`src/core/pmirq_pkg.sv`:
```
// package: power mode and irq dispatch constants, types, register map
// assumes a 20 MHz system clock and an axi4-lite register bus
// What this block does
// - idle bit halts cpu after writing instruction
// - idle keeps registers, clocks, peripherals running
// - enabled interrupt clears idle, resumes and services
// - reset ends idle, restart at address zero
// - watchdog counts in idle, resets unless disabled
// - stop bit halts cpu and oscillators after instruction
// - only reset ends stop, restart at zero
// - clock detector runs in stop, may reset
// - sixteen sources, two priority levels each
// - pending sets in every mode except stop; disabled source never requests
// - enabled pending source long-calls its vector
// - return resumes the interrupted instruction stream
// - global enable gates every source enable
// - blocked requests stay pending until enabled
// - enable clear races a single-cycle follower
// - some flags cleared by hardware on vector
// - flag still set after return requests again
// - high preempts low, ties by fixed order
// - sampled every cycle, five cycle response
// - software-set pending flag acts like hardware
package pmirq_pkg;
    localparam int N_SRC = 16; // number of interrupt sources
    // register byte offsets
    localparam logic [7:0] OFF_PWR = 8'h00; // power_mode_control
    localparam logic [7:0] OFF_IEN = 8'h04; // per-source enables
    localparam logic [7:0] OFF_GEN = 8'h08; // global_irq_enable word
    localparam logic [7:0] OFF_PRI = 8'h0c; // priority, 1 = high
    localparam logic [7:0] OFF_PND = 8'h10; // pending flags
    localparam logic [7:0] OFF_WDC = 8'h14; // watchdog / clock detector control
    localparam logic [7:0] OFF_STA = 8'h18; // status, read only
    // field positions
    localparam int PWR_IDLE_BIT = 0;
    localparam int PWR_STOP_BIT = 1;
    localparam int GEN_BIT = 7;
    localparam int WDC_EN_BIT = 0; // watchdog enable
    localparam int WDC_LOCK_BIT = 1; // once set, watchdog cannot be disabled
    localparam int WDC_CKMON_BIT = 2; // missing clock detector enable
    localparam int WDC_KICK_BIT = 3; // write 1 restarts the watchdog
    // reset values
    localparam logic [7:0] PWR_RST = 8'h00;
    localparam logic [15:0] IEN_RST = 16'h0000;
    localparam logic [15:0] PRI_RST = 16'h0000;
    localparam logic [3:0] WDC_RST = 4'h1; // watchdog on after reset
    // vector layout: base + index * step
    localparam logic [15:0] VEC_RESET = 16'h0000;
    localparam logic [15:0] VEC_BASE = 16'h0003;
    localparam int VEC_STEP_SHIFT = 3;
    localparam logic [2:0] CALL_CYCLES = 3'd4; // cycles to finish the long call
    // clock detector timeout
    localparam int CLK_MHZ = 20;
    localparam int CKMON_TIMEOUT_US = 100;
    localparam int CKMON_CYCLES = CKMON_TIMEOUT_US * CLK_MHZ;
    typedef enum logic [2:0] {
        PM_RUN = 3'b000,
        PM_IDLE_ARM = 3'b001,
        PM_IDLE = 3'b010,
        PM_STOP_ARM = 3'b011,
        PM_STOP = 3'b100
    } pmirq_state_e;
endpackage : pmirq_pkg

```
`src/core/pmirq_arbiter.sv`:
```
// module: combinational priority pick among eligible sources
// assumes in-service flags come from the dispatcher
`timescale 1ns/1ps
module pmirq_arbiter (
    input wire logic [pmirq_pkg::N_SRC-1:0] i_req,
    input wire logic [pmirq_pkg::N_SRC-1:0] i_prio, // one level bit per source
    input wire logic i_act_hi,
    input wire logic i_act_lo,
    output logic o_valid,
    output logic o_hi,
    output logic [3:0] o_idx
);
    import pmirq_pkg::*;
    // lowest index wins a tie
    function automatic logic [3:0] first_set(input logic [N_SRC-1:0] v);
        logic [3:0] r;
        r = 4'h0;
        for (int i = N_SRC - 1; i >= 0; i--) begin
            if (v[i]) begin
                r = 4'(i);
            end
        end
        return r;
    endfunction : first_set
    logic [N_SRC-1:0] hi_req;
    always_comb begin
        hi_req = i_req & i_prio;
        o_valid = 1'b0;
        o_hi = 1'b0;
        o_idx = 4'h0;
        if (i_act_hi) begin
            o_valid = 1'b0; // high routine never preempted
        end else if (|hi_req) begin
            o_valid = 1'b1; // high level first
            o_hi = 1'b1;
            o_idx = first_set(hi_req);
        end else if (!i_act_lo && |i_req) begin
            o_valid = 1'b1;
            o_idx = first_set(i_req);
        end
    end
endmodule : pmirq_arbiter

```
`src/core/pmirq_timer.sv`:
```
// module: timeout counter, one-cycle expire pulse when count reached
// assumes run and clear are synchronous to i_clk
`timescale 1ns/1ps
module pmirq_timer #(
    parameter int COUNT = 2000
) (
    input wire logic i_clk,
    input wire logic i_reset_n,
    input wire logic i_run,
    input wire logic i_clear,
    output logic o_expire
);
    localparam int W = $clog2(COUNT + 1);
    localparam logic [W-1:0] LAST = W'(COUNT - 1);
    logic [W-1:0] cnt_q; // cycles counted so far
    // count while running, restart on clear or expiry
    always_ff @(posedge i_clk or negedge i_reset_n) begin
        if (!i_reset_n) begin
            cnt_q <= '0;
            o_expire <= 1'b0;
        end else if (i_clear || !i_run) begin
            cnt_q <= '0;
            o_expire <= 1'b0;
        end else if (cnt_q == LAST) begin
            cnt_q <= '0;
            o_expire <= 1'b1;
        end else begin
            cnt_q <= cnt_q + W'(1);
            o_expire <= 1'b0;
        end
    end
endmodule : pmirq_timer

```
`src/core/pmirq_top.sv`:
```
// module: power mode control and interrupt dispatch for a small cpu core
// assumes i_instr_done pulses at each instruction boundary and
// i_ret_done pulses together with it when the return completes
//
// Local design decisions: the register addresses and the AXI4-Lite slave port.
`timescale 1ns/1ps
module pmirq_top #(
    parameter int WDOG_CYCLES = 65536, // watchdog timeout in system clocks
    parameter logic [pmirq_pkg::N_SRC-1:0] HW_CLR_MASK = 16'h000f // flags cleared on vector
) (
    input wire logic I_CLK,
    input wire logic I_RESET_N,
    // axi4-lite slave
    input wire logic [7:0] I_AWADDR,
    input wire logic I_AWVALID,
    output logic O_AWREADY,
    input wire logic [31:0] I_WDATA,
    input wire logic [3:0] I_WSTRB,
    input wire logic I_WVALID,
    output logic O_WREADY,
    output logic [1:0] O_BRESP,
    output logic O_BVALID,
    input wire logic I_BREADY,
    input wire logic [7:0] I_ARADDR,
    input wire logic I_ARVALID,
    output logic O_ARREADY,
    output logic [31:0] O_RDATA,
    output logic [1:0] O_RRESP,
    output logic O_RVALID,
    input wire logic I_RREADY,
    // cpu sequencer and sources
    input wire logic [pmirq_pkg::N_SRC-1:0] I_SRC_EVENT,
    input wire logic I_INSTR_DONE,
    input wire logic I_RET_DONE,
    output logic O_CPU_HALT,
    output logic O_OSC_EN,
    output logic O_LONG_CALL,
    output logic [15:0] O_CALL_ADDR,
    output logic O_SYS_RESET
);
    import pmirq_pkg::*;
    pmirq_state_e state_q; // power mode state
    logic [7:0] pwr_q; // power_mode_control
    logic [N_SRC-1:0] ien_q; // per-source enables
    logic gen_q; // global_irq_enable
    logic [N_SRC-1:0] pri_q; // priority levels
    logic [N_SRC-1:0] pnd_q; // pending flags
    logic [N_SRC-1:0] pnd_d;
    logic wdog_en_q, wdog_lock_q, ckmon_en_q;
    logic act_hi_q, act_lo_q; // routines in service
    logic [2:0] call_cnt_q; // long call cycles left
    logic [3:0] last_idx_q; // last source vectored
    logic soft_rst; // internal reset, acts like a synchronous clear
    logic wr_fire, rd_fire; // bus accesses this cycle
    logic [31:0] rd_data;
    logic rd_ok, wr_ok;
    logic wdog_exp, ckmon_exp, wdog_kick;
    logic arb_valid, arb_hi;
    logic [3:0] arb_idx;
    logic dispatch; // start of a long call
    logic wake; // idle left by an interrupt

    assign soft_rst = O_SYS_RESET;
    assign wr_fire = O_AWREADY && O_WREADY;
    assign rd_fire = O_ARREADY;
    assign wr_ok = I_AWADDR <= OFF_STA && I_AWADDR[1:0] == 2'b00;
    assign wdog_kick = wr_fire && wr_ok && I_AWADDR == OFF_WDC
        && I_WSTRB[0] && I_WDATA[WDC_KICK_BIT];

    // vector address of a source
    function automatic logic [15:0] vec_of(input logic [3:0] idx);
        return VEC_BASE + ({12'h000, idx} << VEC_STEP_SHIFT);
    endfunction : vec_of

    // only enabled sources under global enable may request
    pmirq_arbiter u_arb (
        .i_req(pnd_q & ien_q & {N_SRC{gen_q}}),
        .i_prio(pri_q),
        .i_act_hi(act_hi_q),
        .i_act_lo(act_lo_q),
        .o_valid(arb_valid),
        .o_hi(arb_hi),
        .o_idx(arb_idx)
    );

    // watchdog keeps running in idle, stops with the oscillator
    pmirq_timer #(.COUNT(WDOG_CYCLES)) u_wdog (
        .i_clk(I_CLK),
        .i_reset_n(I_RESET_N),
        .i_run(wdog_en_q && state_q != PM_STOP && !soft_rst),
        .i_clear(wdog_kick),
        .o_expire(wdog_exp)
    );

    // clock detector only watches while stopped
    pmirq_timer #(.COUNT(CKMON_CYCLES)) u_ckmon (
        .i_clk(I_CLK),
        .i_reset_n(I_RESET_N),
        .i_run(ckmon_en_q && state_q == PM_STOP && !soft_rst),
        .i_clear(1'b0),
        .o_expire(ckmon_exp)
    );

    // dispatch at an instruction boundary, not on the return itself
    // while idle no instruction runs, so wake goes straight
    assign wake = state_q == PM_IDLE && arb_valid;
    assign dispatch = arb_valid && call_cnt_q == 3'd0 && !soft_rst
        && ((state_q == PM_RUN && I_INSTR_DONE && !I_RET_DONE) || wake);

    // internal reset pulse from either timer
    always_ff @(posedge I_CLK or negedge I_RESET_N) begin
        if (!I_RESET_N) begin
            O_SYS_RESET <= 1'b0;
        end else begin
            O_SYS_RESET <= wdog_exp || ckmon_exp;
        end
    end

    // power mode sequencing
    always_ff @(posedge I_CLK or negedge I_RESET_N) begin
        if (!I_RESET_N) begin
            state_q <= PM_RUN;
        end else if (soft_rst) begin
            state_q <= PM_RUN; // fetch restarts at the reset vector
        end else begin
            unique case (state_q)
                PM_RUN: begin
                    // stop wins when both bits are written
                    if (pwr_q[PWR_STOP_BIT]) begin
                        state_q <= PM_STOP_ARM;
                    end else if (pwr_q[PWR_IDLE_BIT]) begin
                        state_q <= PM_IDLE_ARM;
                    end
                end
                PM_IDLE_ARM: begin
                    if (pwr_q[PWR_STOP_BIT]) begin
                        state_q <= PM_STOP_ARM;
                    end else if (I_INSTR_DONE) begin
                        state_q <= PM_IDLE; // writing instruction finished
                    end
                end
                PM_IDLE: begin
                    if (wake) begin
                        state_q <= PM_RUN;
                    end
                end
                PM_STOP_ARM: begin
                    if (I_INSTR_DONE) begin
                        state_q <= PM_STOP;
                    end
                end
                PM_STOP: begin
                    state_q <= PM_STOP; // only a reset leaves
                end
                default: begin
                    state_q <= PM_RUN;
                end
            endcase
        end
    end

    // halt and oscillator outputs, registered from next state
    always_ff @(posedge I_CLK or negedge I_RESET_N) begin
        if (!I_RESET_N) begin
            O_CPU_HALT <= 1'b0;
            O_OSC_EN <= 1'b1;
        end else begin
            // clocks run in idle, only the cpu is held
            O_CPU_HALT <= !soft_rst && !wake && (state_q == PM_STOP || state_q == PM_IDLE
                || (I_INSTR_DONE && (state_q == PM_STOP_ARM
                || (state_q == PM_IDLE_ARM && !pwr_q[PWR_STOP_BIT]))));
            O_OSC_EN <= soft_rst || !(state_q == PM_STOP
                || (state_q == PM_STOP_ARM && I_INSTR_DONE));
        end
    end

    // long call: vector held four cycles, in-service levels tracked
    always_ff @(posedge I_CLK or negedge I_RESET_N) begin
        if (!I_RESET_N) begin
            call_cnt_q <= 3'd0;
            O_LONG_CALL <= 1'b0;
            O_CALL_ADDR <= VEC_RESET;
            act_hi_q <= 1'b0;
            act_lo_q <= 1'b0;
            last_idx_q <= 4'h0;
        end else if (soft_rst) begin
            call_cnt_q <= 3'd0;
            O_LONG_CALL <= 1'b0;
            O_CALL_ADDR <= VEC_RESET;
            act_hi_q <= 1'b0;
            act_lo_q <= 1'b0;
            last_idx_q <= 4'h0;
        end else if (dispatch) begin
            call_cnt_q <= CALL_CYCLES;
            O_LONG_CALL <= 1'b1;
            O_CALL_ADDR <= vec_of(arb_idx);
            last_idx_q <= arb_idx;
            if (arb_hi) begin
                act_hi_q <= 1'b1;
            end else begin
                act_lo_q <= 1'b1;
            end
        end else begin
            if (call_cnt_q > 3'd1) begin
                call_cnt_q <= call_cnt_q - 3'd1;
            end else begin
                call_cnt_q <= 3'd0;
                O_LONG_CALL <= 1'b0;
            end
            // return closes the innermost routine
            if (I_RET_DONE) begin
                if (act_hi_q) begin
                    act_hi_q <= 1'b0;
                end else begin
                    act_lo_q <= 1'b0;
                end
            end
        end
    end

    // pending flags: software write, hardware clear on vector, event set wins
    always_comb begin
        pnd_d = pnd_q;
        if (wr_fire && wr_ok && I_AWADDR == OFF_PND) begin
            if (I_WSTRB[0]) pnd_d[7:0] = I_WDATA[7:0]; // ones act as events
            if (I_WSTRB[1]) pnd_d[15:8] = I_WDATA[15:8];
        end
        if (dispatch) begin
            pnd_d = pnd_d & ~(HW_CLR_MASK & (16'h0001 << arb_idx));
        end
        if (state_q != PM_STOP) begin
            pnd_d = pnd_d | I_SRC_EVENT; // set regardless of enable
        end
    end

    always_ff @(posedge I_CLK or negedge I_RESET_N) begin
        if (!I_RESET_N) begin
            pnd_q <= '0;
        end else if (soft_rst) begin
            pnd_q <= '0;
        end else begin
            pnd_q <= pnd_d;
        end
    end

    // software registers
    always_ff @(posedge I_CLK or negedge I_RESET_N) begin
        if (!I_RESET_N) begin
            pwr_q <= PWR_RST;
            ien_q <= IEN_RST;
            gen_q <= 1'b0;
            pri_q <= PRI_RST;
            wdog_en_q <= WDC_RST[WDC_EN_BIT];
            wdog_lock_q <= WDC_RST[WDC_LOCK_BIT];
            ckmon_en_q <= WDC_RST[WDC_CKMON_BIT];
        end else if (soft_rst) begin
            pwr_q <= PWR_RST;
            ien_q <= IEN_RST;
            gen_q <= 1'b0;
            pri_q <= PRI_RST;
            wdog_en_q <= WDC_RST[WDC_EN_BIT];
            wdog_lock_q <= WDC_RST[WDC_LOCK_BIT];
            ckmon_en_q <= WDC_RST[WDC_CKMON_BIT];
        end else begin
            if (wake) begin
                pwr_q[PWR_IDLE_BIT] <= 1'b0;
            end else if (wr_fire && wr_ok && I_AWADDR == OFF_PWR && I_WSTRB[0]) begin
                pwr_q <= {6'b000000, I_WDATA[1:0]}; // reserved bits stay zero
            end
            if (wr_fire && wr_ok && I_AWADDR == OFF_IEN) begin
                if (I_WSTRB[0]) ien_q[7:0] <= I_WDATA[7:0];
                if (I_WSTRB[1]) ien_q[15:8] <= I_WDATA[15:8];
            end
            if (wr_fire && wr_ok && I_AWADDR == OFF_GEN && I_WSTRB[0]) begin
                // a clear lands after this edge, so a call picked on it still goes
                gen_q <= I_WDATA[GEN_BIT];
            end
            if (wr_fire && wr_ok && I_AWADDR == OFF_PRI) begin
                if (I_WSTRB[0]) pri_q[7:0] <= I_WDATA[7:0];
                if (I_WSTRB[1]) pri_q[15:8] <= I_WDATA[15:8];
            end
            if (wr_fire && wr_ok && I_AWADDR == OFF_WDC && I_WSTRB[0]) begin
                // a locked watchdog ignores the disable
                wdog_en_q <= I_WDATA[WDC_EN_BIT] || wdog_lock_q;
                wdog_lock_q <= wdog_lock_q || I_WDATA[WDC_LOCK_BIT];
                ckmon_en_q <= I_WDATA[WDC_CKMON_BIT];
            end
        end
    end

    // read mux; unmapped or misaligned reads answer slverr with zero
    always_comb begin
        rd_data = 32'h0000_0000;
        rd_ok = 1'b1;
        unique case (I_ARADDR)
            OFF_PWR: rd_data = {24'h000000, pwr_q};
            OFF_IEN: rd_data = {16'h0000, ien_q};
            OFF_GEN: rd_data = {24'h000000, gen_q, 7'h00};
            OFF_PRI: rd_data = {16'h0000, pri_q};
            OFF_PND: rd_data = {16'h0000, pnd_q};
            OFF_WDC: rd_data = {28'h0000000, 1'b0, ckmon_en_q, wdog_lock_q, wdog_en_q};
            OFF_STA: rd_data = {20'h00000, last_idx_q, O_LONG_CALL, act_hi_q,
                act_lo_q, O_OSC_EN, O_CPU_HALT, state_q};
            default: rd_ok = 1'b0;
        endcase
    end

    // write channel: address and data taken together, one per response
    always_ff @(posedge I_CLK or negedge I_RESET_N) begin
        if (!I_RESET_N) begin
            O_AWREADY <= 1'b0;
            O_WREADY <= 1'b0;
            O_BVALID <= 1'b0;
            O_BRESP <= 2'b00;
        end else begin
            O_AWREADY <= I_AWVALID && I_WVALID && !O_AWREADY && !O_BVALID;
            O_WREADY <= I_AWVALID && I_WVALID && !O_AWREADY && !O_BVALID;
            if (wr_fire) begin
                O_BVALID <= 1'b1;
                O_BRESP <= wr_ok ? 2'b00 : 2'b10;
            end else if (I_BREADY) begin
                O_BVALID <= 1'b0;
            end
        end
    end

    // read channel
    always_ff @(posedge I_CLK or negedge I_RESET_N) begin
        if (!I_RESET_N) begin
            O_ARREADY <= 1'b0;
            O_RVALID <= 1'b0;
            O_RDATA <= 32'h0000_0000;
            O_RRESP <= 2'b00;
        end else begin
            O_ARREADY <= I_ARVALID && !O_ARREADY && !O_RVALID;
            if (rd_fire) begin
                O_RVALID <= 1'b1;
                O_RDATA <= rd_data;
                O_RRESP <= rd_ok ? 2'b00 : 2'b10;
            end else if (I_RREADY) begin
                O_RVALID <= 1'b0;
            end
        end
    end

    property p_idle_enter;
        @(posedge I_CLK) disable iff (!I_RESET_N)
        (state_q == PM_IDLE_ARM && I_INSTR_DONE && !pwr_q[PWR_STOP_BIT] && !soft_rst)
            |=> (state_q == PM_IDLE && O_CPU_HALT);
    endproperty
    a_idle_enter: assert property (p_idle_enter) else $error("idle not entered");
    property p_idle_clk;
        @(posedge I_CLK) disable iff (!I_RESET_N)
        (state_q == PM_IDLE) |-> O_OSC_EN;
    endproperty
    a_idle_clk: assert property (p_idle_clk) else $error("clock off in idle");
    property p_wake;
        @(posedge I_CLK) disable iff (!I_RESET_N)
        (wake && !soft_rst) |=> (state_q == PM_RUN && !pwr_q[PWR_IDLE_BIT] && O_LONG_CALL);
    endproperty
    a_wake: assert property (p_wake) else $error("idle wake failed");
    property p_stop_hold;
        @(posedge I_CLK) disable iff (!I_RESET_N)
        (state_q == PM_STOP && !soft_rst) |=> (state_q == PM_STOP && !O_OSC_EN);
    endproperty
    a_stop_hold: assert property (p_stop_hold) else $error("stop left");
    property p_rst_vec;
        @(posedge I_CLK) disable iff (!I_RESET_N)
        soft_rst |=> (state_q == PM_RUN && O_CALL_ADDR == VEC_RESET && !O_CPU_HALT);
    endproperty
    a_rst_vec: assert property (p_rst_vec) else $error("bad reset restart");
    property p_call_len;
        @(posedge I_CLK) disable iff (!I_RESET_N)
        (dispatch && !O_LONG_CALL) |=> O_LONG_CALL [*4] ##1 !O_LONG_CALL;
    endproperty
    a_call_len: assert property (p_call_len) else $error("call length wrong");
    property p_gate;
        @(posedge I_CLK) disable iff (!I_RESET_N)
        dispatch |-> (gen_q && ien_q[arb_idx] && pnd_q[arb_idx]);
    endproperty
    a_gate: assert property (p_gate) else $error("blocked source vectored");
    property p_hi_np;
        @(posedge I_CLK) disable iff (!I_RESET_N)
        act_hi_q |-> !dispatch;
    endproperty
    a_hi_np: assert property (p_hi_np) else $error("high routine preempted");
    property p_evt;
        @(posedge I_CLK) disable iff (!I_RESET_N)
        (|I_SRC_EVENT && state_q != PM_STOP && !soft_rst)
            |=> ((pnd_q & $past(I_SRC_EVENT)) == $past(I_SRC_EVENT));
    endproperty
    a_evt: assert property (p_evt) else $error("event lost");
endmodule : pmirq_top

```
`config.mk`:
```
export PLATFORM = sky130hd
export DESIGN_NAME = pmirq_top
export DESIGN_NICKNAME = d
export VERILOG_FILES = /design/src/core/pmirq_pkg.sv /design/src/core/pmirq_arbiter.sv /design/src/core/pmirq_timer.sv /design/src/core/pmirq_top.sv
export SDC_FILE = /design/constraint.sdc
export NUM_CORES = 1
export LEC_CHECK = 0
export BUFFER_PORTS_ARGS = -buffer_cell sky130_fd_sc_hd__buf_4
export CAP_MARGIN = 20
export CORE_ASPECT_RATIO = 2
export CORE_MARGIN = 10
export CORE_UTILIZATION = 40
export DETAILED_ROUTE_END_ITERATION = 12
export MAX_ROUTING_LAYER = met4
export PLACE_DENSITY = 0.61
export SLEW_MARGIN = 20
export SYNTH_ARGS = -nofsm -noshare
export SYNTH_HDL_FRONTEND = slang
export SYNTH_HIERARCHICAL = 1
export SYNTH_SLANG_ARGS = --single-unit
```
`constraint.sdc`:
```
create_clock -name I_CLK -period 3.4 [get_ports I_CLK]
set_input_delay 0.51 -clock I_CLK [delete_from_list [all_inputs] [get_ports I_CLK]]
set_output_delay 0.51 -clock I_CLK [all_outputs]
set_load 0.1 [all_outputs]
```
==> run_results.csv, run 1 <==
group,metric,value,unit
power_and_ir_drop,clockPowerShare,0.454,
sta,finalSetupTns,0,ps
sta,rsz0062_at_grt,"false",
yosys,ys_warn_count,6,
grt,grt_use_total,0.190,
drt,first_pass_iters,7,
sta,holdWs,205,ps
sta,fin_crit_sh,0.925,
yosys,ys_seq_area_frac,0.439,
die,core,0.0173,mm^2
status,status,"complete, no violations",
die,die_h,207,um
drt,drt-total-wl,21.7,mm
clocking,clock-sinks,123,
clocking,cts.clk_slew.worst_paths,60,ps
power_and_ir_drop,pwr-share-seq,0.387,
finish,layout-drive-gt1-share,0.244,
drt,first_iter_violations,321,
power_and_ir_drop,combPwrFrac,0.158,
worst_setup_path,cp.required,3690,ps
power_and_ir_drop,switching_share,0.305,
die,die_x,114,um
sta,setup_viol,0,
finish,fin_util,0.491,
worst_setup_path,startpoint_type,"register",
drt,ant_nets,0,
worst_setup_path,critPathMaxFanout,18,
clocking,clk-insertion-delay-late,430,ps
clocking,tritoncts,"yes",
run,cap_violations,0,
grt,grt_pass1_wl,34.1,mm
worst_setup_path,critPathKind,"register to register",
sta,tightest_slew,925,ps
finish,antennaDiodeCount,0,
yosys,synth-seq-cells,123,
yosys,synth_edf_count,0,
yosys,ys.flop_type,"dfrtp_1",
grt,grt_max_degree,69,
sta,period_needed,3150,ps
yosys,yosysUniqueCellTypes,80,
power_and_ir_drop,powerDensity,486,mW/mm^2
yosys,syn_area,0.00702,mm^2
worst_setup_path,end_kind,"register",
worst_setup_path,r2r_end,"pnd_q[1]$_DFF_PN0_",
placement,dpl_cell_area,0.00786,mm^2
sta,max_freq,318,MHz
yosys,syn_avg_cell_area,10.1,um^2
grt,grt_overflow_total,0,
grt,antenna_found_initial,0,
sta,finalHoldViolCount,0,
worst_setup_path,setup.reg_to_reg.worst_slack,250,ps
drt,dr_total_vias,5829,
finish,fill_cells,1635,
sta,max_slew_margin,0.383,
die,io_pins,138,
placement,io_buffer_count,91,
die,row_count,68,
power_and_ir_drop,ir_drop,316,uV
clocking,cts-htree-levels,4,
die,die_area,0.0236,mm^2
placement,hpwl,16.6,mm
finish,syn2layout_area_growth,20.8,%
finish,fin_area,0.00848,mm^2
sta,skew,11.9,ps
worst_setup_path,worstRegToRegCells,9,
worst_setup_path,r2r_start,"gen_q$_DFFE_PN0P_",
yosys,synth_cells,698,
power_and_ir_drop,p_switching,1260,uW
yosys,synthArstFlopShare,1.00,
sta,final_max_slew_viol_count,0,
clocking,max-clock-path-buffers,2,
power_and_ir_drop,total_leakage_power,0.00391,uW
clocking,cts_hold_buf,0,
grt,grt_pass1_vias,6247,
placement,gp_congestion,0.933,
clocking,cts-root-buf,"clkbuf_16",
worst_hold_path,worstHoldPathType,"input port to asynchronous set/reset pin",
die,initial_core_util,0.406,
finish,final_nets,876,
clocking,cts_made_buffers,17,
drt,vias_per_cell,5.73,
drt,routedWlPerCell,21.4,um
worst_setup_path,crit_arrival,3440,ps
drt,drc_errors,0,
power_and_ir_drop,internal_power,2860,uW
[routing by layer]
layer | global-route usage | part of all wire
met3 | 0.0457 | 0.048
met4 | 0.106 | 0.050
met5 | - | 0
met1 | 0.168 | 0.33
met2 | 0.352 | 0.57
[metrics by stage]
step,total power (uW),std cells,worst slack [ps]
2_1_floorplan,2090,727,611
3_3_place_gp,2260,985,269
3_5_place_dp,2270,985,194
4_1_cts,4150,1017,163
5_1_grt,4270,1017,83.7
6_report,4120,1017,253
[worst max-delay path by stage]
stage                     cells past startpoint               start                         end  slack (ps)
after floorplan                               8  O_WREADY$_DFF_PN0_  u_wdog/cnt_q[14]$_DFF_PN0_         610
after global placement                        9   gen_q$_DFFE_PN0P_        pwr_q[1]$_DFFE_PN0P_         270
after detailed placement                      9   gen_q$_DFFE_PN0P_          pnd_q[1]$_DFF_PN0_         190
after CTS                                     9   gen_q$_DFFE_PN0P_          pnd_q[1]$_DFF_PN0_         160
after global routing                          9   gen_q$_DFFE_PN0P_          pnd_q[1]$_DFF_PN0_          80
final                                         9   gen_q$_DFFE_PN0P_          pnd_q[1]$_DFF_PN0_         250
[cell families (layout without fill, tap and decap cells)]
| logic type | count (synthesis) | after routing | share of synthesized area |
|---|---|---|---|
| and+or+nand+nor | 257 | 257 | 0.221 |
| AOI/OAI and AO/OA | 140 | 140 | 0.154 |
| DFF | 123 | 123 | 0.439 |
| buffers and inverters | 95 | 175 | 0.0697 |
| muxes | 58 | 58 | 0.0833 |
| xor gates and xnor gates | 19 | 19 | 0.0237 |
| adders and majority gates | 5 | 5 | 0.00892 |
| other | 1 | 30 | 0.000535 |
[sequential cells by signal (all words and copies together) (netlist names), 2 cells and up]
signal,count
O_RDATA,16
u_ckmon/cnt_q,11
pnd_q,16
call_cnt_q,3
state_q,3
u_wdog/cnt_q,17
last_idx_q,4
pwr_q,2
pri_q,16
ien_q,16
[power groups by stage]
stage | clock network, uW | registers [uW] | logic (uW)
finish | 1870 | 1600 | 651
global route | 1960 | 1600 | 702
CTS | 1900 | 1590 | 655
detailed placement | 0 | 1620 | 653
global placement | 0 | 1620 | 641
floorplan | 0 | 1700 | 389
[timing repair]
item	CTS	global route
setup buffers	0	0
endpoints found under the setup margin	0	5
resized for setup	0	1
[Yosys cell counts, types with 3 or more instances]
master | instances | area share
nor3_1 | 9 | 0.0064
a21boi_0 | 3 | 0.0032
xor2_1 | 3 | 0.0037
or2_2 | 3 | 0.0027
nand3b_1 | 6 | 0.0064
nor3b_1 | 4 | 0.0043
o21ai_0 | 12 | 0.0086
inv_1 | 32 | 0.017
nand3_2 | 3 | 0.0043
nor2_2 | 12 | 0.011
nor4_4 | 6 | 0.018
o31ai_1 | 3 | 0.0032
a22oi_1 | 7 | 0.0075
nand2b_1 | 5 | 0.0045
and2_1 | 3 | 0.0027
a221oi_1 | 20 | 0.025
a21oi_1 | 26 | 0.019
nand3_1 | 14 | 0.010
xnor2_1 | 16 | 0.020
and3_1 | 20 | 0.018
o2bb2ai_1 | 6 | 0.0075
nor2_1 | 75 | 0.040
and4_1 | 4 | 0.0050
mux2_2 | 3 | 0.0048
buf_4 | 30 | 0.032
nand4b_1 | 3 | 0.0037
ha_1 | 5 | 0.0089
nand4_2 | 3 | 0.0054
nand2_1 | 46 | 0.025
mux2i_1 | 55 | 0.078
nor2b_1 | 8 | 0.0071
a31oi_1 | 3 | 0.0027
dfrtp_1 | 121 | 0.43
nand4_1 | 5 | 0.0045
a2111oi_0 | 5 | 0.0062
a211oi_1 | 8 | 0.0086
nor4_2 | 6 | 0.011
clkbuf_1 | 29 | 0.016
o21a_1 | 3 | 0.0032
o32ai_1 | 9 | 0.011
a22o_1 | 8 | 0.010
nor4_1 | 7 | 0.0062
[worst max-delay path, cell delays in order (launching register included)]
cell       delay, ps
dfrtp_2          530
and3_1           300
a22oi_1          300
nand3_1          200
nor4_4           520
a2111oi_2        160
nor2_1           160
o2111ai_1        210
a2111oi_0        510
a211oi_1         100
[cell type report]
cell class | count | area (um^2) | share of cell area
Clock buffer | 19 | 443 | 0.0523
Clock inverter | 13 | 170 | 0.0201
Inverter | 33 | 124 | 0.0146
Multi-Input combinational cell | 509 | 3550 | 0.419
Sequential cell | 123 | 3080 | 0.364
Tap cell | 210 | 263 | 0.0310
Timing Repair Buffer | 110 | 838 | 0.0989
[placed cells by master, fill, tap and decap left out, drive strengths merged, types with 7 or more instances in the layout]
| cell | instances |
|---|---|
| inv | 34 |
| nor4 | 19 |
| nand4 | 10 |
| conb | 30 |
| o21ai | 13 |
| a211oi | 8 |
| a22oi | 9 |
| o32ai | 9 |
| nor2 | 88 |
| nand3 | 17 |
| xnor2 | 16 |
| dfrtp | 121 |
| nand2 | 46 |
| clkbuf | 19 |
| mux2i | 55 |
| nor2b | 8 |
| a21oi | 26 |
| a2111oi | 7 |
| and3 | 21 |
| a22o | 8 |
| buf | 110 |
| nor3 | 10 |
| a221oi | 20 |
(Power assumes the default switching activity.)
==> inputs of run 2 (changes only) <==
- CTS_CLUSTER_DIAMETER: not set -> 100
- PLACE_DENSITY: 0.61 -> 0.63
- clock period: 3.4 -> 2.65 ns (I/O delays scaled with it)
==> run_results.csv, run 2 (same netlist as run 1, synthesis figures left out) <==
group,metric,value,unit
status,status,"finished, violations left",
status,violations,"setup timing",
power_and_ir_drop,clockPowerShare,0.436,
worst_setup_path,r2r_start,"gen_q$_DFFE_PN0P_",
power_and_ir_drop,powerDensity,574,mW/mm^2
grt,grt_pass1_wl,35.0,mm
clocking,tritoncts,"yes",
power_and_ir_drop,p_switching,1630,uW
worst_setup_path,crit_start,"gen_q$_DFFE_PN0P_",
clocking,clock-sinks,123,
finish,fin_util,0.528,
worst_setup_path,worstRegToRegCells,12,
finish,layout_commonest_cell,"buf_4",
power_and_ir_drop,internal_power,3600,uW
drt,drc_errors,0,
finish,antennaDiodeCount,0,
placement,dpl_cell_area,0.00818,mm^2
die,initial_core_util,0.406,
finish,layout-drive-gt1-share,0.322,
sta,finalHoldViolCount,0,
power_and_ir_drop,ir_drop,343,uV
grt,antenna_found_initial,0,
finish,fin_area,0.00911,mm^2
worst_setup_path,crit_arrival,3050,ps
worst_setup_path,cp-endpoint,"pnd_q[0]$_DFF_PN0_",
finish,final_cell_mix,"156 x buf_4, 119 x dfrtp_1, 72 x nor2_1",
sta,max_slew_margin,0.288,
grt,grt_overflow_total,0,
power_and_ir_drop,total_leakage_power,0.00421,uW
worst_setup_path,r2r_end,"pnd_q[0]$_DFF_PN0_",
finish,syn2layout_area_growth,29.9,%
worst_setup_path,path_buf_inv,4,
worst_setup_path,critPathMaxFanout,9,
worst_setup_path,setup.reg_to_reg.worst_slack,-130,ps
run,cap_violations,0,
sta,setup_viol,12,
power_and_ir_drop,pwr-share-seq,0.391,
drt,first_iter_violations,351,
finish,final_nets,928,
worst_setup_path,cp.required,2920,ps
die,row_count,68,
worst_setup_path,cp_cell_sequence,"buf_12 > and3_1 > buf_4 > or4_4 > nand2b_4 > o21ai_4 > buf_6 > a211oi_2 > a2bb2oi_2 > buf_4 > a2111oi_4 > a211oi_2",
worst_setup_path,critPathKind,"register to register",
placement,gp_congestion,0.956,
clocking,max-clock-path-buffers,2,
clocking,clk-insertion-delay-late,420,ps
drt,routedWlPerCell,20.7,um
worst_hold_path,worstHoldPathType,"input port to register",
clocking,cts_made_buffers,17,
drt,ant_nets,0,
sta,fin_ws,-130,ps
sta,period_needed,2780,ps
worst_setup_path,path_depth,12,
sta,fin_crit_sh,1.05,
grt,grt_use_total,0.190,
placement,io_buffer_count,91,
sta,max_freq,360,MHz
grt,grt_max_degree,65,
sta,finalSetupTns,-592,ps
worst_setup_path,cpPeakStageDelay,490,ps
clocking,cts-root-buf,"clkbuf_16",
worst_setup_path,startpoint_type,"register",
worst_setup_path,end_kind,"register",
clocking,cts-htree-levels,4,
die,io_pins,138,
drt,drt-total-wl,22.1,mm
worst_setup_path,slowest_stage,"or4_4",
power_and_ir_drop,switching_share,0.312,
drt,first_pass_iters,5,
die,die_x,114,um
sta,rsz0062_at_grt,"true",
worst_setup_path,cp_top_family,"simple AND/OR/NAND/NOR gates",
die,die_h,207,um
drt,vias_per_cell,5.73,
sta,final_max_slew_viol_count,0,
sta,skew,12.7,ps
die,die_area,0.0236,mm^2
finish,largest_register_ffs,17,
placement,hpwl,16.2,mm
clocking,cts.clk_slew.worst_paths,60,ps
drt,dr_total_vias,6122,
sta,tightest_slew,1070,ps
grt,grt_pass1_vias,6600,
finish,regMostFlops,"u_wdog/cnt_q",
die,core,0.0173,mm^2
power_and_ir_drop,combPwrFrac,0.173,
## run 2: changes by cell type in the layout (fill, tap and decap cells not counted), sizes merged
cell / delta
buf: +51
clkinv: +3
clkinvlp: -2
bufinv: -1
clkbuf: -1
dlygate4sd3: +1
inv: +1
## run 2: layout make-up
class | instances | area [um^2]
Multi-Input combinational cell | 509 | 3800
Fill cell | 1580 | 8160
Inverter | 33 | 126
Tap cell | 210 | 263
Clock buffer | 18 | 439
Timing Repair Buffer | 162 | 1260
Clock inverter | 14 | 145
Sequential cell | 123 | 3080
## run 2: per-layer routing
metal,global-route usage,up-vias,part of all wire
li1,-,2792,-
met1,0.175,3026,0.32
met2,0.349,231,0.57
met3,0.0414,73,0.058
met4,0.102,0,0.051
met5,-,-,0
## run 2: power groups by stage
stage	registers (uW)	logic (uW)	clock network, uW
global placement	2050	841	0
CTS	2040	886	2320
detailed placement	2060	864	0
finish	2040	908	2280
floorplan	2180	499	0
global route	2050	981	2400
## run 2: what timing repair did
action,in CTS,in global routing
setup endpoints to repair,6,17
pin swaps,14,8
setup buffers,7,3
hold buffers,1,0
cloned,1,0
hold endpoints to repair,38,0
gates resized for setup,31,25
## run 2: worst min-delay path by stage
stage	cells after the start	slack (ps)	from	endpoint
finish	2	160	I_RREADY	O_RVALID$_DFFE_PN0P_
global route	2	160	I_RREADY	O_RVALID$_DFFE_PN0P_
CTS	2	150	I_RREADY	O_RVALID$_DFFE_PN0P_
detailed placement	1	430	I_RESET_N	O_ARREADY$_DFF_PN0_
global placement	1	410	I_RESET_N	O_ARREADY$_DFF_PN0_
floorplan	0	100	I_RESET_N	O_ARREADY$_DFF_PN0_
## run 2: per-stage QoR
| step | instances | total power (uW) | hold WS, ps | setup WS (ps) |
|---|---|---|---|---|
| 6_report | 1069 | 5230 | 165 | -130 |
| 5_1_grt | 1069 | 5430 | 158 | -206 |
| 4_1_cts | 1066 | 5250 | 155 | -90.2 |
| 3_5_place_dp | 1025 | 2920 | 428 | -246 |
| 3_3_place_gp | 1025 | 2900 | 414 | -150 |
| 2_1_floorplan | 727 | 2680 | 102 | 39.4 |
==> inputs of run 3 (changes only) <==
- CORE_ASPECT_RATIO: 2 -> 1.25
- CORE_UTILIZATION: 40 -> 43
- PLACE_DENSITY: 0.63 -> 0.67
==> run_results.csv, run 3 (same netlist as run 1, synthesis figures left out) <==
group,metric,value,unit
status,status,"finished, violations left",
status,violations,"hold timing, setup timing",
die,row_count,52,
clocking,tritoncts,"yes",
grt,grt_use_total,0.194,
clocking,cts_hold_buf,0,
drt,dr_total_vias,6072,
placement,hpwl,15.0,mm
finish,regMostFlops,"u_wdog/cnt_q",
placement,gp_congestion,0.934,
drt,first_iter_violations,487,
grt,grt_overflow_total,0,
clocking,cts.clk_slew.worst_paths,60,ps
sta,setup_viol,16,
sta,fin_ws,-146,ps
worst_setup_path,critPathMaxFanout,5,
power_and_ir_drop,ir_drop,341,uV
drt,first_pass_iters,5,
worst_setup_path,startpoint_type,"register",
sta,period_needed,2800,ps
grt,antenna_found_initial,0,
sta,holdWs,-14.6,ps
clocking,cts_made_buffers,17,
finish,final_cell_mix,"143 x buf_4, 118 x dfrtp_1, 73 x nor2_1",
sta,fin_crit_sh,1.06,
drt,vias_per_cell,5.69,
clocking,max-clock-path-buffers,2,
die,initial_core_util,0.435,
grt,grt_pass1_wl,33.2,mm
grt,grt_pass1_vias,6393,
die,core,0.0161,mm^2
sta,max_slew_margin,0.544,
finish,final_nets,922,
die,die_h,163,um
sta,max_freq,358,MHz
sta,rsz0062_at_grt,"true",
worst_setup_path,cp.required,2940,ps
drt,drc_errors,0,
sta,finalHoldViolCount,9,
finish,layout_commonest_cell,"buf_4",
worst_setup_path,crit_arrival,3090,ps
power_and_ir_drop,p_total,5090,uW
die,die_x,134,um
clocking,cts-htree-levels,4,
finish,layout-drive-gt1-share,0.336,
drt,drt-total-wl,21.0,mm
die,io_pins,138,
sta,skew,9.84,ps
drt,ant_nets,0,
finish,syn2layout_area_growth,31.4,%
finish,largest_register_ffs,17,
power_and_ir_drop,powerDensity,552,mW/mm^2
worst_hold_path,worstHoldPathType,"input port to asynchronous set/reset pin",
clocking,clock-sinks,123,
clocking,clk-insertion-delay-late,410,ps
sta,finalSetupTns,-1740,ps
clocking,cts-root-buf,"clkbuf_16",
run,cap_violations,0,
power_and_ir_drop,total_leakage_power,0.00418,uW
drt,routedWlPerCell,19.7,um
die,die_area,0.0219,mm^2
placement,place_ws,-263,ps
placement,io_buffer_count,91,
worst_setup_path,end_kind,"register",
sta,final_max_slew_viol_count,0,
finish,antennaDiodeCount,0,
sta,tightest_slew,684,ps
worst_setup_path,critPathKind,"register to register",
grt,grt_max_degree,52,
run 3: cell count changes in the layout (fill, tap and decap cells not counted), moves of 3 or more:
| cell | change |
|---|---|
| o21ai_0 | -4 |
| clkbuf_8 | +3 |
| buf_4 | -13 |
| buf_6 | +4 |
| and3_4 | +8 |
| clkbuf_1 | +4 |
| and3_1 | -9 |
run 3: final timing paths:
check                           cells past startpoint  slack [ps]                 startpoint                      to
min in group I_CLK                                  2         170                   I_RREADY    O_RVALID$_DFFE_PN0P_
worst max-delay path                               13        -150          gen_q$_DFFE_PN0P_    act_lo_q$_DFFE_PN0P_
worst max register to register                     13        -150          gen_q$_DFFE_PN0P_    act_lo_q$_DFFE_PN0P_
worst min-delay path                                1         -10                  I_RESET_N  O_RRESP[1]$_DFFE_PN0P_
worst min register to register                      1         440  u_wdog/o_expire$_DFF_PN0_   O_SYS_RESET$_DFF_PN0_
max in group asynchronous                           2        1810                  I_RESET_N   wdog_en_q$_DFFE_PN1P_
run 3: per-layer routing:
| metal | wire length [um] | track usage |
|---|---|---|
| met5 | 0 | - |
| met4 | 883 | 0.0986 |
| met3 | 1320 | 0.0515 |
| met2 | 10700 | 0.326 |
| met1 | 8070 | 0.207 |
run 3: metrics by stage:
step	utilization	cells	area, um^2
4_1_cts	0.561	1065	9050
3_5_place_dp	0.506	1027	8170
2_1_floorplan	-	727	7130
5_1_grt	0.571	1068	9220
6_report	0.571	1068	9220
3_3_place_gp	0.506	1027	8170
run 3: report_power, final:
part           internal [uW]  switching (uW)  leakage [uW]
Combinational            278             669       0.00232
Sequential              1950             113       0.00159
Clock                   1280             796      0.000259
run 3: worst max-delay path: stages (launching register included):
cell and delay, ps:
dfrtp_2 440, buf_6 130, buf_12 130, and3_4 170, or4_4 550, nand2b_4 160, o21ai_4 160, o21ai_4 90
buf_6 130, nor4bb_4 150, o211ai_1 210, buf_4 180, o31a_1 130, a21oi_1 40
run 3: area by class of cell:
| class | count | area, um^2 |
|---|---|---|
| multi-input combinational | 509 | 3920 |
| tap | 216 | 270 |
| timing repair buffer | 156 | 1280 |
| inverter | 33 | 126 |
| fill | 1418 | 6920 |
| sequential | 123 | 3080 |
| clock inverter | 6 | 38.8 |
| clock buffer | 25 | 495 |
run 3: what timing repair did:
action,CTS,global route
resized for setup,51,34
endpoints found under the setup margin,10,18
buffers inserted,7,2
gates cloned,2,1
pin swaps,18,15
